<file path="config.mk">
export PLATFORM = sky130hd
export DESIGN_NAME = cocp_top
export DESIGN_NICKNAME = d
export VERILOG_FILES = /design/src/rtl/cocp_pkg.sv /design/src/rtl/cocp_sync_filter.sv /design/src/rtl/cocp_sampler.sv /design/src/rtl/cocp_top.sv
export SDC_FILE = /design/constraint.sdc
export NUM_CORES = 1
export LEC_CHECK = 0
export BUFFER_PORTS_ARGS = -buffer_cell sky130_fd_sc_hd__buf_2
export CAP_MARGIN = 15
export CORE_ASPECT_RATIO = 1.5
export CORE_MARGIN = 5
export CORE_UTILIZATION = 25
export DETAILED_ROUTE_END_ITERATION = 8
export MAX_ROUTING_LAYER = met4
export PLACE_DENSITY = 0.46
export SLEW_MARGIN = 20
export SYNTH_ARGS = -nofsm -noshare
export SYNTH_HDL_FRONTEND = slang
export SYNTH_SLANG_ARGS = --single-unit
</file>
<file path="constraint.sdc">
create_clock -name hclk -period 3.39 [get_ports hclk]
set_clock_uncertainty 0.15 [all_clocks]
set_input_delay 0.678 -clock hclk [delete_from_list [all_inputs] [get_ports hclk]]
set_output_delay 0.678 -clock hclk [all_outputs]
set_load 0.005 [all_outputs]
</file>
<file path="src/rtl/cocp_pkg.sv">
// Package: constants, register map and carrier types for the comparator/OCP control block
//
// Summary of operation
// - Input mode 00 single, 01 dual, 1X three-input routing of the overcurrent comparator.
// - Overcurrent comparator works only when enabled; hysteresis bit is independent.
// - Protection mode 01: event clears drive enable and raises overcurrent request.
// - Protection mode 00: drive enable untouched, overcurrent request still raised.
// - Nonzero mode with external select: source is external irq zero on chosen edge.
// - External select 0 and irq mode 11: event on comparator rising edge.
// - Filter codes 01/10/11 give 6/12/24 cycle width and equal delay.
// - Mode 10: outputs off; restore at timer wrap or after 10 us.
// - Mode 11: outputs off; restore at timer wrap or after 5 us.
// - With external select 0, irq mode 11 makes each comparator rising edge an event; drive enable is cleared only in nonzero protection mode.
// - Bus comparator readable, can drive irq zero, disables outputs through irq zero with external select and nonzero mode.
// - Bus comparator runs when enabled; source 111 routes it to irq zero.
// - Group mode 00: shared external negative pin, separate positives, three outputs.
// - Group mode 01: negatives tied to internal neutral resistor centre.
// - Switch bit 0 default positives, 1 alternate positives for second and third.
// - Group mode 10: each comparator has own differential pair.
// - Group mode 11: only first two active, sharing one negative pin.
// - Member select 00 all, 01 first, 10 second, 11 third; 11 reserved in two-mode.
// - Group outputs pass filtering and sampling before the capture timer.
// - Window opens on-delay after PWM edge, closes on-delay minus off-lead after fall.
// - Sampling select 00 bypasses sampling.
// - Output select routes one comparator to debug pin; switch bit gates second comparator to alternate pin.
// - Irq mode 00 none, 01 rising, 10 falling.
package cocp_pkg;

  // ************************************************************
  // Register map (byte addresses)
  // ************************************************************
  localparam logic [7:0] CTRL_OFS = 8'h00;
  localparam logic [7:0] GROUP_OFS = 8'h04;
  localparam logic [7:0] SAMPLE_OFS = 8'h08;
  localparam logic [7:0] STATUS_OFS = 8'h0C;

  // CTRL fields
  localparam int IRQ_MODE_POS = 0;
  localparam int INPUT_MODE_POS = 2;
  localparam int OCP_EN_POS = 4;
  localparam int HYS_POS = 5;
  localparam int PROT_MODE_POS = 6;
  localparam int EXT_SEL_POS = 8;
  localparam int FILT_POS = 9;
  localparam int BUS_EN_POS = 11;
  localparam int SRC_POS = 12;
  localparam int EDGE_POS = 15;
  localparam int REARM_POS = 16;
  // GROUP fields
  localparam int GMODE_POS = 0;
  localparam int GSEL_POS = 2;
  localparam int GSW_POS = 4;
  localparam int GIM_POS = 5;
  localparam int DBG_POS = 8;
  // SAMPLE fields
  localparam int ON_POS = 0;
  localparam int OFF_POS = 8;
  localparam int SAMPLING_SELECT_POS = 16;

  localparam logic [31:0] CTRL_RST = 32'h0000_0000;
  localparam logic [31:0] GROUP_RST = 32'h0000_0000;
  localparam logic [31:0] SAMPLE_RST = 32'h0000_0000;
  localparam logic [2:0] SRC_BUS = 3'h7;

  // ************************************************************
  // Timing
  // ************************************************************
  localparam int CLK_MHZ = 20;
  localparam int RESTORE_LONG_US = 10;
  localparam int RESTORE_SHORT_US = 5;
  localparam logic [7:0] RESTORE_LONG_CYC = 8'(RESTORE_LONG_US * CLK_MHZ);
  localparam logic [7:0] RESTORE_SHORT_CYC = 8'(RESTORE_SHORT_US * CLK_MHZ);
  localparam logic [4:0] FILT_W1 = 5'h06;
  localparam logic [4:0] FILT_W2 = 5'h0C;
  localparam logic [4:0] FILT_W3 = 5'h18;

  typedef struct packed {
    logic ext_irq_zero_edge;
    logic [2:0] ext_irq_zero_source;
    logic bus_comparator_enable;
    logic [1:0] event_filter_width;
    logic ext_irq_protect_select;
    logic [1:0] protection_mode;
    logic ocp_hysteresis_select;
    logic ocp_comparator_enable;
    logic [1:0] ocp_input_mode;
    logic [1:0] ocp_irq_mode;
  } cocp_ctrl_t;

  typedef struct packed {
    logic group_out_c;
    logic group_out_b;
    logic group_out_a;
  } cocp_group_t;

endpackage

</file>
<file path="src/rtl/cocp_sync_filter.sv">
// Two-stage synchroniser followed by a programmable width glitch filter
`timescale 1ns/1ps
module cocp_sync_filter (
  input wire logic hclk,
  input wire logic hresetn,
  input wire logic async_in,
  input wire logic [1:0] width_code,
  output logic sync_out,
  output logic filt_out
);
  logic meta;
  logic [4:0] cnt;
  logic [4:0] width;
  logic filt_q;

  // Two flops; only the second is observed
  always_ff @(posedge hclk or negedge hresetn) begin
    if (!hresetn) begin
      meta <= 1'b0;
      sync_out <= 1'b0;
    end else begin
      meta <= async_in;
      sync_out <= meta;
    end
  end

  always_comb begin
    case (width_code)
      2'h1: width = cocp_pkg::FILT_W1;
      2'h2: width = cocp_pkg::FILT_W2;
      2'h3: width = cocp_pkg::FILT_W3;
      default: width = 5'h00;
    endcase
  end

  // Bypass is direct, so a set width adds exactly that many cycles of lag
  assign filt_out = (width == 5'h00) ? sync_out : filt_q;

  // Output follows input only once it held steady for the width; so it lags by width
  always_ff @(posedge hclk or negedge hresetn) begin
    if (!hresetn) begin
      cnt <= 5'h00;
      filt_q <= 1'b0;
    end else if (width == 5'h00 || sync_out == filt_q) begin
      cnt <= 5'h00;
      if (width == 5'h00) filt_q <= sync_out;
    end else if (cnt + 5'h01 >= width) begin
      cnt <= 5'h00;
      filt_q <= sync_out;
    end else begin
      cnt <= cnt + 5'h01;
    end
  end

  a_filter_steady: assert property (@(posedge hclk) disable iff (!hresetn)
    (width_code == 2'h1 && $changed(filt_out)) |-> $past(sync_out, 6) == filt_out)
    else $error("filter released before six steady cycles");
endmodule

</file>
<file path="src/rtl/cocp_sampler.sv">
// PWM-aligned sampling window: opens after on-delay, closes on-delay minus off-lead after fall
`timescale 1ns/1ps
module cocp_sampler (
  input wire logic hclk,
  input wire logic hresetn,
  input wire logic pwm,
  input wire logic [7:0] on_delay,
  input wire logic [7:0] off_lead,
  input wire logic [1:0] sel,
  input wire logic [2:0] cmp_in,
  output logic window,
  output logic [2:0] cmp_out
);
  logic pwm_d;
  logic [7:0] on_cnt;
  logic [7:0] off_cnt;
  logic on_run;
  logic off_run;
  logic [7:0] off_target;

  // Negative difference is clamped so the window closes right at the fall
  assign off_target = (on_delay > off_lead) ? 8'(on_delay - off_lead) : 8'h00;

  always_ff @(posedge hclk or negedge hresetn) begin
    if (!hresetn) pwm_d <= 1'b0;
    else pwm_d <= pwm;
  end

  // Open timer from rising PWM edge
  always_ff @(posedge hclk or negedge hresetn) begin
    if (!hresetn) begin
      on_cnt <= 8'h00;
      on_run <= 1'b0;
    end else if (pwm && !pwm_d) begin
      on_cnt <= 8'h00;
      on_run <= 1'b1;
    end else if (on_run) begin
      if (on_cnt >= on_delay) on_run <= 1'b0;
      else on_cnt <= on_cnt + 8'h01;
    end
  end

  // Close timer from falling PWM edge
  always_ff @(posedge hclk or negedge hresetn) begin
    if (!hresetn) begin
      off_cnt <= 8'h00;
      off_run <= 1'b0;
    end else if (!pwm && pwm_d) begin
      off_cnt <= 8'h00;
      off_run <= 1'b1;
    end else if (off_run) begin
      if (off_cnt >= off_target) off_run <= 1'b0;
      else off_cnt <= off_cnt + 8'h01;
    end
  end

  // Window state
  always_ff @(posedge hclk or negedge hresetn) begin
    if (!hresetn) window <= 1'b0;
    else if (on_run && on_cnt >= on_delay) window <= 1'b1;
    else if (off_run && off_cnt >= off_target) window <= 1'b0;
  end

  // Hold outputs outside the window; bypass when sampling disabled
  always_ff @(posedge hclk or negedge hresetn) begin
    if (!hresetn) cmp_out <= 3'h0;
    else if (sel == 2'h0 || window) cmp_out <= cmp_in;
  end

  a_bypass_follows: assert property (@(posedge hclk) disable iff (!hresetn)
    (sel == 2'h0) ##1 (sel == 2'h0) |-> cmp_out == $past(cmp_in))
    else $error("sampling bypass did not pass comparator");
endmodule

</file>
<file path="src/rtl/cocp_top.sv">
// Comparator overcurrent protection, group routing, sampling and debug output control
`timescale 1ns/1ps
module cocp_top (
  input wire logic hclk,
  input wire logic hresetn,
  input wire logic hsel,
  input wire logic [31:0] haddr,
  input wire logic [1:0] htrans,
  input wire logic hwrite,
  input wire logic [2:0] hsize,
  input wire logic [31:0] hwdata,
  input wire logic hready,
  output logic [31:0] hrdata,
  output logic hreadyout,
  output logic hresp,
  input wire logic ocp_comparator_out,
  input wire logic bus_comparator_out,
  input wire logic [2:0] group_raw,
  input wire logic ext_irq_zero_pin,
  input wire logic pwm,
  input wire logic timer_wrap,
  output logic ocp_comparator_on,
  output logic ocp_hysteresis_on,
  output logic [1:0] ocp_input_mode,
  output logic bus_comparator_on,
  output logic [2:0] group_enable,
  output logic group_neg_shared_pin,
  output logic group_neg_neutral,
  output logic group_neg_separate,
  output logic group_pos_alternate,
  output logic drive_output_enable,
  output logic ocp_request,
  output logic ext_irq_zero,
  output logic [2:0] capture_out,
  output logic debug_pin,
  output logic alternate_pin
);
  // ************************************************************
  // Registers and bus slave
  // ************************************************************
  logic [31:0] ctrl_reg;
  logic [31:0] group_reg;
  logic [31:0] sample_reg;
  cocp_pkg::cocp_ctrl_t ctrl;
  logic ap_valid;
  logic dp_write;
  logic dp_read;
  logic [7:0] dp_addr;
  logic ocp_flag;
  logic rearm_pulse;

  assign ctrl = cocp_pkg::cocp_ctrl_t'(ctrl_reg[15:0]);
  assign ap_valid = hsel && hready && htrans[1];
  assign hreadyout = 1'b1;
  assign hresp = 1'b0;

  // Capture address phase
  always_ff @(posedge hclk or negedge hresetn) begin
    if (!hresetn) begin
      dp_write <= 1'b0;
      dp_read <= 1'b0;
      dp_addr <= 8'h00;
    end else if (hready) begin
      dp_write <= ap_valid && hwrite;
      dp_read <= ap_valid && !hwrite;
      dp_addr <= haddr[7:0];
    end
  end

  // Write data phase; rearm bit is a self-clearing strobe
  always_ff @(posedge hclk or negedge hresetn) begin
    if (!hresetn) begin
      ctrl_reg <= cocp_pkg::CTRL_RST;
      group_reg <= cocp_pkg::GROUP_RST;
      sample_reg <= cocp_pkg::SAMPLE_RST;
      rearm_pulse <= 1'b0;
    end else begin
      rearm_pulse <= 1'b0;
      if (dp_write) begin
        case (dp_addr)
          cocp_pkg::CTRL_OFS: begin
            ctrl_reg <= {16'h0000, hwdata[15:0]};
            rearm_pulse <= hwdata[cocp_pkg::REARM_POS];
          end
          cocp_pkg::GROUP_OFS: group_reg <= {22'h0, hwdata[9:0]};
          cocp_pkg::SAMPLE_OFS: sample_reg <= {14'h0, hwdata[17:0]};
          default: ;
        endcase
      end
    end
  end

  logic [2:0] group_sync;
  logic ocp_sync;
  logic bus_sync;
  logic ocp_filt;
  logic [2:0] group_filt;
  logic window;

  // Read data decoded combinationally from the data phase address; unmapped reads zero
  always_comb begin
    case (dp_addr)
      cocp_pkg::CTRL_OFS: hrdata = ctrl_reg;
      cocp_pkg::GROUP_OFS: hrdata = group_reg;
      cocp_pkg::SAMPLE_OFS: hrdata = sample_reg;
      cocp_pkg::STATUS_OFS: hrdata = {24'h0, window, group_sync, ocp_flag,
        drive_output_enable, bus_sync, ocp_sync};
      default: hrdata = 32'h0;
    endcase
    if (!dp_read) hrdata = 32'h0;
  end

  // ************************************************************
  // Synchronisation and filtering
  // ************************************************************
  cocp_sync_filter u_ocp_sf (
    .hclk(hclk),
    .hresetn(hresetn),
    .async_in(ocp_comparator_out & ctrl.ocp_comparator_enable),
    .width_code(ctrl.event_filter_width),
    .sync_out(ocp_sync),
    .filt_out(ocp_filt)
  );

  cocp_sync_filter u_bus_sf (
    .hclk(hclk),
    .hresetn(hresetn),
    .async_in(bus_comparator_out & ctrl.bus_comparator_enable),
    .width_code(2'h0),
    .sync_out(bus_sync),
    .filt_out()
  );

  genvar gi;
  generate
    for (gi = 0; gi < 3; gi++) begin : g_grp
      cocp_sync_filter u_grp_sf (
        .hclk(hclk),
        .hresetn(hresetn),
        .async_in(group_raw[gi] & group_enable[gi]),
        .width_code(ctrl.event_filter_width),
        .sync_out(group_sync[gi]),
        .filt_out(group_filt[gi])
      );
    end
  endgenerate

  // ************************************************************
  // Group routing
  // ************************************************************
  logic [1:0] group_mode;
  logic [1:0] group_member_select;
  logic group_input_switch;
  assign group_mode = group_reg[cocp_pkg::GMODE_POS +: 2];
  assign group_member_select = group_reg[cocp_pkg::GSEL_POS +: 2];
  assign group_input_switch = group_reg[cocp_pkg::GSW_POS];

  // Member decode, also used to gate the debug pin choice
  function automatic logic [2:0] member_mask(input logic [1:0] mode, input logic [1:0] sel);
    logic [2:0] m;
    case (sel)
      2'h0: m = 3'h7;
      2'h1: m = 3'h1;
      2'h2: m = 3'h2;
      default: m = 3'h4;
    endcase
    if (mode == 2'h3) m = (sel == 2'h3) ? 3'h0 : (m & 3'h3);
    return m;
  endfunction

  assign group_enable = member_mask(group_mode, group_member_select);
  assign group_neg_shared_pin = (group_mode == 2'h0) || (group_mode == 2'h3);
  assign group_neg_neutral = (group_mode == 2'h1);
  assign group_neg_separate = (group_mode == 2'h2);
  // Speed mode always uses the alternate pin for the second comparator
  assign group_pos_alternate = (group_neg_neutral && group_input_switch) ||
    (group_mode == 2'h3);

  // Overcurrent comparator and bus comparator analogue controls
  assign ocp_comparator_on = ctrl.ocp_comparator_enable;
  assign ocp_hysteresis_on = ctrl.ocp_hysteresis_select;
  assign ocp_input_mode = ctrl.ocp_input_mode[1] ? 2'h2 : ctrl.ocp_input_mode;
  assign bus_comparator_on = ctrl.bus_comparator_enable;

  // ************************************************************
  // Sampling
  // ************************************************************
  cocp_sampler u_samp (
    .hclk(hclk),
    .hresetn(hresetn),
    .pwm(pwm),
    .on_delay(sample_reg[cocp_pkg::ON_POS +: 8]),
    .off_lead(sample_reg[cocp_pkg::OFF_POS +: 8]),
    .sel(sample_reg[cocp_pkg::SAMPLING_SELECT_POS +: 2]),
    .cmp_in(group_filt),
    .window(window),
    .cmp_out(capture_out)
  );

  // ************************************************************
  // External interrupt zero and overcurrent event
  // ************************************************************
  logic irq0_src;
  logic irq0_d;
  logic ocp_d;
  logic irq0_edge;
  logic ocp_rise;
  logic ocp_fall;
  logic ocp_event;

  // Bus comparator takes irq zero only on source 111
  assign irq0_src = (ctrl.ext_irq_zero_source == cocp_pkg::SRC_BUS) ? bus_sync :
    ext_irq_zero_pin;

  always_ff @(posedge hclk or negedge hresetn) begin
    if (!hresetn) begin
      irq0_d <= 1'b0;
      ocp_d <= 1'b0;
    end else begin
      irq0_d <= irq0_src;
      ocp_d <= ocp_filt;
    end
  end

  // Edge bit 1 falling, 0 rising
  assign irq0_edge = ctrl.ext_irq_zero_edge ? (irq0_d && !irq0_src) : (!irq0_d && irq0_src);
  assign ocp_rise = ocp_filt && !ocp_d;
  assign ocp_fall = !ocp_filt && ocp_d;

  // Source choice between irq zero and comparator rising edge
  always_comb begin
    if (ctrl.ext_irq_protect_select && ctrl.protection_mode != 2'h0) ocp_event = irq0_edge;
    else if (!ctrl.ext_irq_protect_select && ctrl.ocp_irq_mode == 2'h3)
      ocp_event = ocp_rise;
    else ocp_event = 1'b0;
  end

  // Irq request: protection event, or plain edge interrupts of the comparator
  always_ff @(posedge hclk or negedge hresetn) begin
    if (!hresetn) ocp_request <= 1'b0;
    else ocp_request <= ocp_event ||
      (ctrl.ocp_irq_mode == 2'h1 && ocp_rise) ||
      (ctrl.ocp_irq_mode == 2'h2 && ocp_fall);
  end

  always_ff @(posedge hclk or negedge hresetn) begin
    if (!hresetn) ext_irq_zero <= 1'b0;
    else ext_irq_zero <= irq0_edge;
  end

  // Sticky flag; an event in the clear cycle wins
  always_ff @(posedge hclk or negedge hresetn) begin
    if (!hresetn) ocp_flag <= 1'b0;
    else if (ocp_event) ocp_flag <= 1'b1;
    else if (rearm_pulse) ocp_flag <= 1'b0;
  end

  // ************************************************************
  // Drive output enable and automatic restore
  // ************************************************************
  typedef enum logic [1:0] {COCP_RUN, COCP_TRIP, COCP_WAIT} cocp_state_t;
  cocp_state_t state;
  cocp_state_t next_state;
  logic [7:0] restore_cnt;
  logic [7:0] restore_lim;

  assign restore_lim = (ctrl.protection_mode == 2'h3) ? cocp_pkg::RESTORE_SHORT_CYC :
    cocp_pkg::RESTORE_LONG_CYC;

  // Bus comparator reaches drive enable only through irq zero; mode 01 needs a software rearm
  always_comb begin
    next_state = state;
    case (state)
      COCP_RUN: begin
        if (ocp_event && ctrl.protection_mode == 2'h1) next_state = COCP_TRIP;
        else if (ocp_event && ctrl.protection_mode[1]) next_state = COCP_WAIT;
      end
      COCP_TRIP: if (rearm_pulse && !ocp_event) next_state = COCP_RUN;
      COCP_WAIT: begin
        if (ctrl.protection_mode != 2'h1 && !ctrl.protection_mode[1]) next_state = COCP_RUN;
        else if (timer_wrap || restore_cnt + 8'h01 >= restore_lim) next_state = COCP_RUN;
      end
      default: next_state = COCP_RUN;
    endcase
  end

  always_ff @(posedge hclk or negedge hresetn) begin
    if (!hresetn) state <= COCP_RUN;
    else state <= next_state;
  end

  always_ff @(posedge hclk or negedge hresetn) begin
    if (!hresetn) restore_cnt <= 8'h00;
    else if (state != COCP_WAIT) restore_cnt <= 8'h00;
    else restore_cnt <= restore_cnt + 8'h01;
  end

  assign drive_output_enable = (state == COCP_RUN);

  // ************************************************************
  // Debug output
  // ************************************************************
  logic [1:0] debug_output_select;
  assign debug_output_select = group_reg[cocp_pkg::DBG_POS +: 2];

  // Code 3 shows the overcurrent comparator; others a group member
  always_ff @(posedge hclk or negedge hresetn) begin
    if (!hresetn) begin
      debug_pin <= 1'b0;
      alternate_pin <= 1'b0;
    end else begin
      debug_pin <= (debug_output_select == 2'h3) ? ocp_sync :
        group_sync[debug_output_select];
      alternate_pin <= group_input_switch & group_sync[1];
    end
  end

  // ************************************************************
  // Checks
  // ************************************************************
  a_trip_clears_moe: assert property (@(posedge hclk) disable iff (!hresetn)
    (ocp_event && state == COCP_RUN && ctrl.protection_mode == 2'h1) |=> !drive_output_enable)
    else $error("mode 01 event did not clear drive enable");
  a_mode0_keeps: assert property (@(posedge hclk) disable iff (!hresetn)
    (ocp_event && ctrl.protection_mode == 2'h0 && drive_output_enable)
    |=> drive_output_enable && ocp_request)
    else $error("mode 00 event changed drive enable or lost request");
  a_rise_source: assert property (@(posedge hclk) disable iff (!hresetn)
    (!ctrl.ext_irq_protect_select && ctrl.ocp_irq_mode == 2'h3 && ocp_rise) |-> ocp_event)
    else $error("comparator rising edge missed as event");
  a_ext_source: assert property (@(posedge hclk) disable iff (!hresetn)
    (ctrl.ext_irq_protect_select && ctrl.protection_mode != 2'h0) |-> ocp_event == irq0_edge)
    else $error("irq zero not used as overcurrent source");
  a_restore_short: assert property (@(posedge hclk) disable iff (!hresetn)
    (state == COCP_RUN && ocp_event && ctrl.protection_mode == 2'h3)
    ##1 (!timer_wrap && ctrl.protection_mode == 2'h3) [*8] |-> !drive_output_enable)
    else $error("mode 11 restored too early");
  a_restore_long: assert property (@(posedge hclk) disable iff (!hresetn)
    (state == COCP_WAIT && restore_cnt == 8'(cocp_pkg::RESTORE_LONG_CYC - 8'h01)
    && ctrl.protection_mode == 2'h2) |=> drive_output_enable)
    else $error("mode 10 not restored after 200 cycles");
  a_member_one: assert property (@(posedge hclk) disable iff (!hresetn)
    (group_member_select == 2'h1) |-> group_enable == 3'h1)
    else $error("member select 01 not first only");
  a_bus_irq0: assert property (@(posedge hclk) disable iff (!hresetn)
    (ctrl.ext_irq_zero_source == cocp_pkg::SRC_BUS &&
    (ctrl.ext_irq_zero_edge ? $fell(bus_sync) : $rose(bus_sync))) |=> ext_irq_zero)
    else $error("bus comparator not routed to irq zero");
  a_neutral_mode: assert property (@(posedge hclk) disable iff (!hresetn)
    (group_mode == 2'h1) |-> group_neg_neutral && !group_neg_shared_pin)
    else $error("neutral mode routing wrong");
  c_trip: cover property (@(posedge hclk) disable iff (!hresetn) state == COCP_TRIP);
  c_auto_restore: cover property (@(posedge hclk) disable iff (!hresetn)
    state == COCP_WAIT ##1 state == COCP_RUN);
  c_window: cover property (@(posedge hclk) disable iff (!hresetn) $rose(window));
endmodule

</file>
==> results.sh <==
export IMPL_layout_drive_gt1_share_pct=30.6
export IMPL_seq_area_frac_synth_pct=44.4
export IMPL_drc=0
export IMPL_cts_buffers_inserted=17
export IMPL_area_growth_pct=24.9
export IMPL_largest_reg_flops=18
export IMPL_antenna_found_initial=1
export IMPL_critPathCaptureType="flop"
export IMPL_violations="negative setup slack"
export IMPL_h_tree_depth=4
export IMPL_clk_pin_slew_ns=0.06
export IMPL_p_per_area_mw_per_mm2=570
export IMPL_cp_top_family="compound AO/OA/AOI/OAI gates"
export IMPL_wl_microns=18600
export IMPL_grt_overflow=0
export IMPL_die_x_microns=149
export IMPL_final_setup_worst_slack_ns=-0.118
export IMPL_grt_first_pass_wirelength_microns=29500
export IMPL_first_global_vias=5390
export IMPL_power_w=0.00518
export IMPL_synth_warnings=0
export IMPL_rows=76
export IMPL_grt_max_degree=60
export IMPL_core_sq_mm=0.0287
export IMPL_worst_path_stages=17
export IMPL_hold_class="in -> async"
export IMPL_layout_cells_most_common_list="dfrtp_1 (128), buf_2 (76), ha_1 (59)"
export IMPL_finalSetupViolCount=8
export IMPL_synth_edf_count=0
export IMPL_ios=136
export IMPL_place_gp_congestion=0.791
export IMPL_crit_type="reg -> reg"
export IMPL_rsz0062_at_grt="true"
export IMPL_port_buffers=77
export IMPL_relSlewSlack_pct=48.3
export IMPL_dpl_hpwl_microns=14400
export IMPL_start_util_pct=25.3
export IMPL_path_buf_inv=2
export IMPL_ys_ff_latch=129
export IMPL_cp_arrival_ns=3.67
export IMPL_syn_inst=664
export IMPL_drt_initial_drc_count=193
export IMPL_viasPerCell=4.34
export IMPL_max_freq_ghz=0.285
export IMPL_avgSynthCellArea_sq_um=10.9
export IMPL_path_max_fanout=6
export IMPL_clkLatencyLatePin_ns=0.43
export IMPL_cts_hold_buf=0
export IMPL_setup_tns_ns=-0.621
export IMPL_crit_chain="inv_2 -> ha_4 -> fa_2 -> nor2b_4 -> o31ai_4 -> a21oi_2 -> o21a_1 -> o22a_1 -> buf_6 -> nand3b_1 -> ha_1 -> a21o_1 -> a21oi_2 -> nand2_2 -> a21oi_4 -> a31oi_2 -> a41o_1"
export IMPL_ant_nets=0
export IMPL_cap_violations=0
export IMPL_drt_pre_antenna_iters=4
export IMPL_final_nets=924
export IMPL_vias=5132
export IMPL_die_area_sq_mm=0.0327
export IMPL_cts_tree="yes"
export IMPL_wl_per_cell_microns=15.7
export IMPL_syn_area_sq_mm=0.00727
export IMPL_p_leak_nw=4.56
export IMPL_slew_violations=0
export IMPL_whs_ns=0.0975
export IMPL_cp_common_cell="a21oi_2"
export IMPL_pre_cts_slack_ns=-0.246
export IMPL_ys_flop_type="dfrtp_1"
export IMPL_r2r_cells=17
export IMPL_status="complete, but fails checks"
export IMPL_layout_commonest_cell="dfrtp_1"
export IMPL_max_stage_delay_ns=0.39
export IMPL_yosysUniqueCellTypes=63
export IMPL_die_h_microns=219
export IMPL_critPathRequiredTime_ns=3.55
export IMPL_cts_root_buf="clkbuf_16"
export IMPL_min_period_over_period_pct=103
export IMPL_start_kind="flop"
export IMPL_grtUsageTotal_pct=12.3
export IMPL_vdd_drop_max_v=0.000301
export IMPL_clkSinkCount=129
export IMPL_cp_slowest_cell="fa_2"
export IMPL_clock_path_buffers=2
export IMPL_ys_async_sr_fraction_pct=100
export IMPL_worst_pin_slew_ns=0.775
export IMPL_hold_viol_final=0
export IMPL_layout_min_cycle_time_ns=3.51
==> worst reg2reg max path: stages (launching register included) <==
cell      delay, ns
dfrtp_1        0.37
inv_2          0.07
ha_4           0.16
fa_2           0.39
nor2b_4        0.15
o31ai_4        0.07
a21oi_2        0.16
o21a_1         0.14
o22a_1         0.18
buf_6          0.11
nand3b_1       0.07
ha_1           0.31
a21o_1         0.20
a21oi_2        0.17
nand2_2        0.13
a21oi_4        0.23
a31oi_2        0.12
a41o_1         0.22
==> path summary, 6_finish.rpt <==
| kind | slack [ns] | to | start |
|---|---|---|---|
| worst max-delay path | -0.12 | u_samp.off_cnt[3]$_DFFE_PN0P_ | sample_reg[0]$_DFFE_PN0P_ |
| worst min-delay path | 0.1 | u_samp.off_cnt[2]$_DFFE_PN0P_ | hresetn |
| worst max register to register | -0.12 | u_samp.off_cnt[3]$_DFFE_PN0P_ | sample_reg[0]$_DFFE_PN0P_ |
| worst min register to register | 0.20 | u_bus_sf.sync_out$_DFF_PN0_ | u_bus_sf.meta$_DFF_PN0_ |
| max in group asynchronous | 2.35 | ctrl_reg[3]$_DFFE_PN0P_ | hresetn |
| min in group hclk | 0.20 | u_bus_sf.sync_out$_DFF_PN0_ | u_bus_sf.meta$_DFF_PN0_ |
==> power by group <==
group | switching [W] | internal (W)
sequential | 0.000176 | 0.00169
clock | 0.000725 | 0.00125
combinational | 0.000638 | 0.000696
==> what timing repair did <==
action	in CTS	in global routing
gates resized for setup	13	9
setup buffers	10	4
pin swaps	17	17
cloned	0	0
setup endpoints to repair	10	10
==> metal layers <==
layer	global-route usage [%]	routed length (microns)	part of all wire, %	vias up
li1	-	-	-	2515
met1	12.7	7180	39	2524
met2	22.1	10200	55	67
met3	2.95	668	3.6	26
met4	5.07	512	2.8	0
met5	-	0	0	-
==> cell type report <==
type	instances	area (sq um)
Timing Repair Buffer	116	704
Fill cell	3033	19600
Multi-Input combinational cell	475	3880
Clock buffer	18	439
Sequential cell	129	3230
Clock inverter	14	188
Antenna cell	1	2.50
Inverter	39	146
Tap cell	390	488
==> logic make-up (layout without fill, tap and decap cells) <==
group                    Yosys count  in the layout  synth area share, %
other                              2             17                0.103
adder cells (fa/ha/maj)           64             64                 11.1
AND/OR/NAND/NOR                  198            198                 14.1
flip-flops                       129            129                 44.4
multiplexers                      65             65                 11.5
AO/OA/AOI/OAI                     97             97                 9.45
XOR/XNOR                          35             35                 4.22
buffers and inverters             74            187                 5.18
==> synthesized netlist by cell type (all sizes together) (9+ instances only) <==
cell,n,share of area [%]
nor2b,10,0.86
mux4,9,2.8
nor2,53,2.7
xor2,11,1.3
o21ai,27,1.9
inv,39,2.0
mux2,41,6.6
buf,28,2.8
xnor2,24,2.9
a21oi,16,1.2
and2,10,0.89
a21o,14,1.4
and3,26,2.3
a211oi,9,0.93
mux2i,15,2.1
nand3,20,1.4
ha,63,11
dfrtp,129,44
nand2,48,2.5
==> through the flow <==
stage / instances / utilization, % / area, sq um
after global routing: 1182 / 31.6 / 9080
after floorplan: 678 / - / 7370
after CTS: 1179 / 31.4 / 9010
after global placement: 1137 / 28.7 / 8240
after detailed placement: 1137 / 28.7 / 8240
final: 1182 / 31.6 / 9080
(Power assumes the default switching activity.)
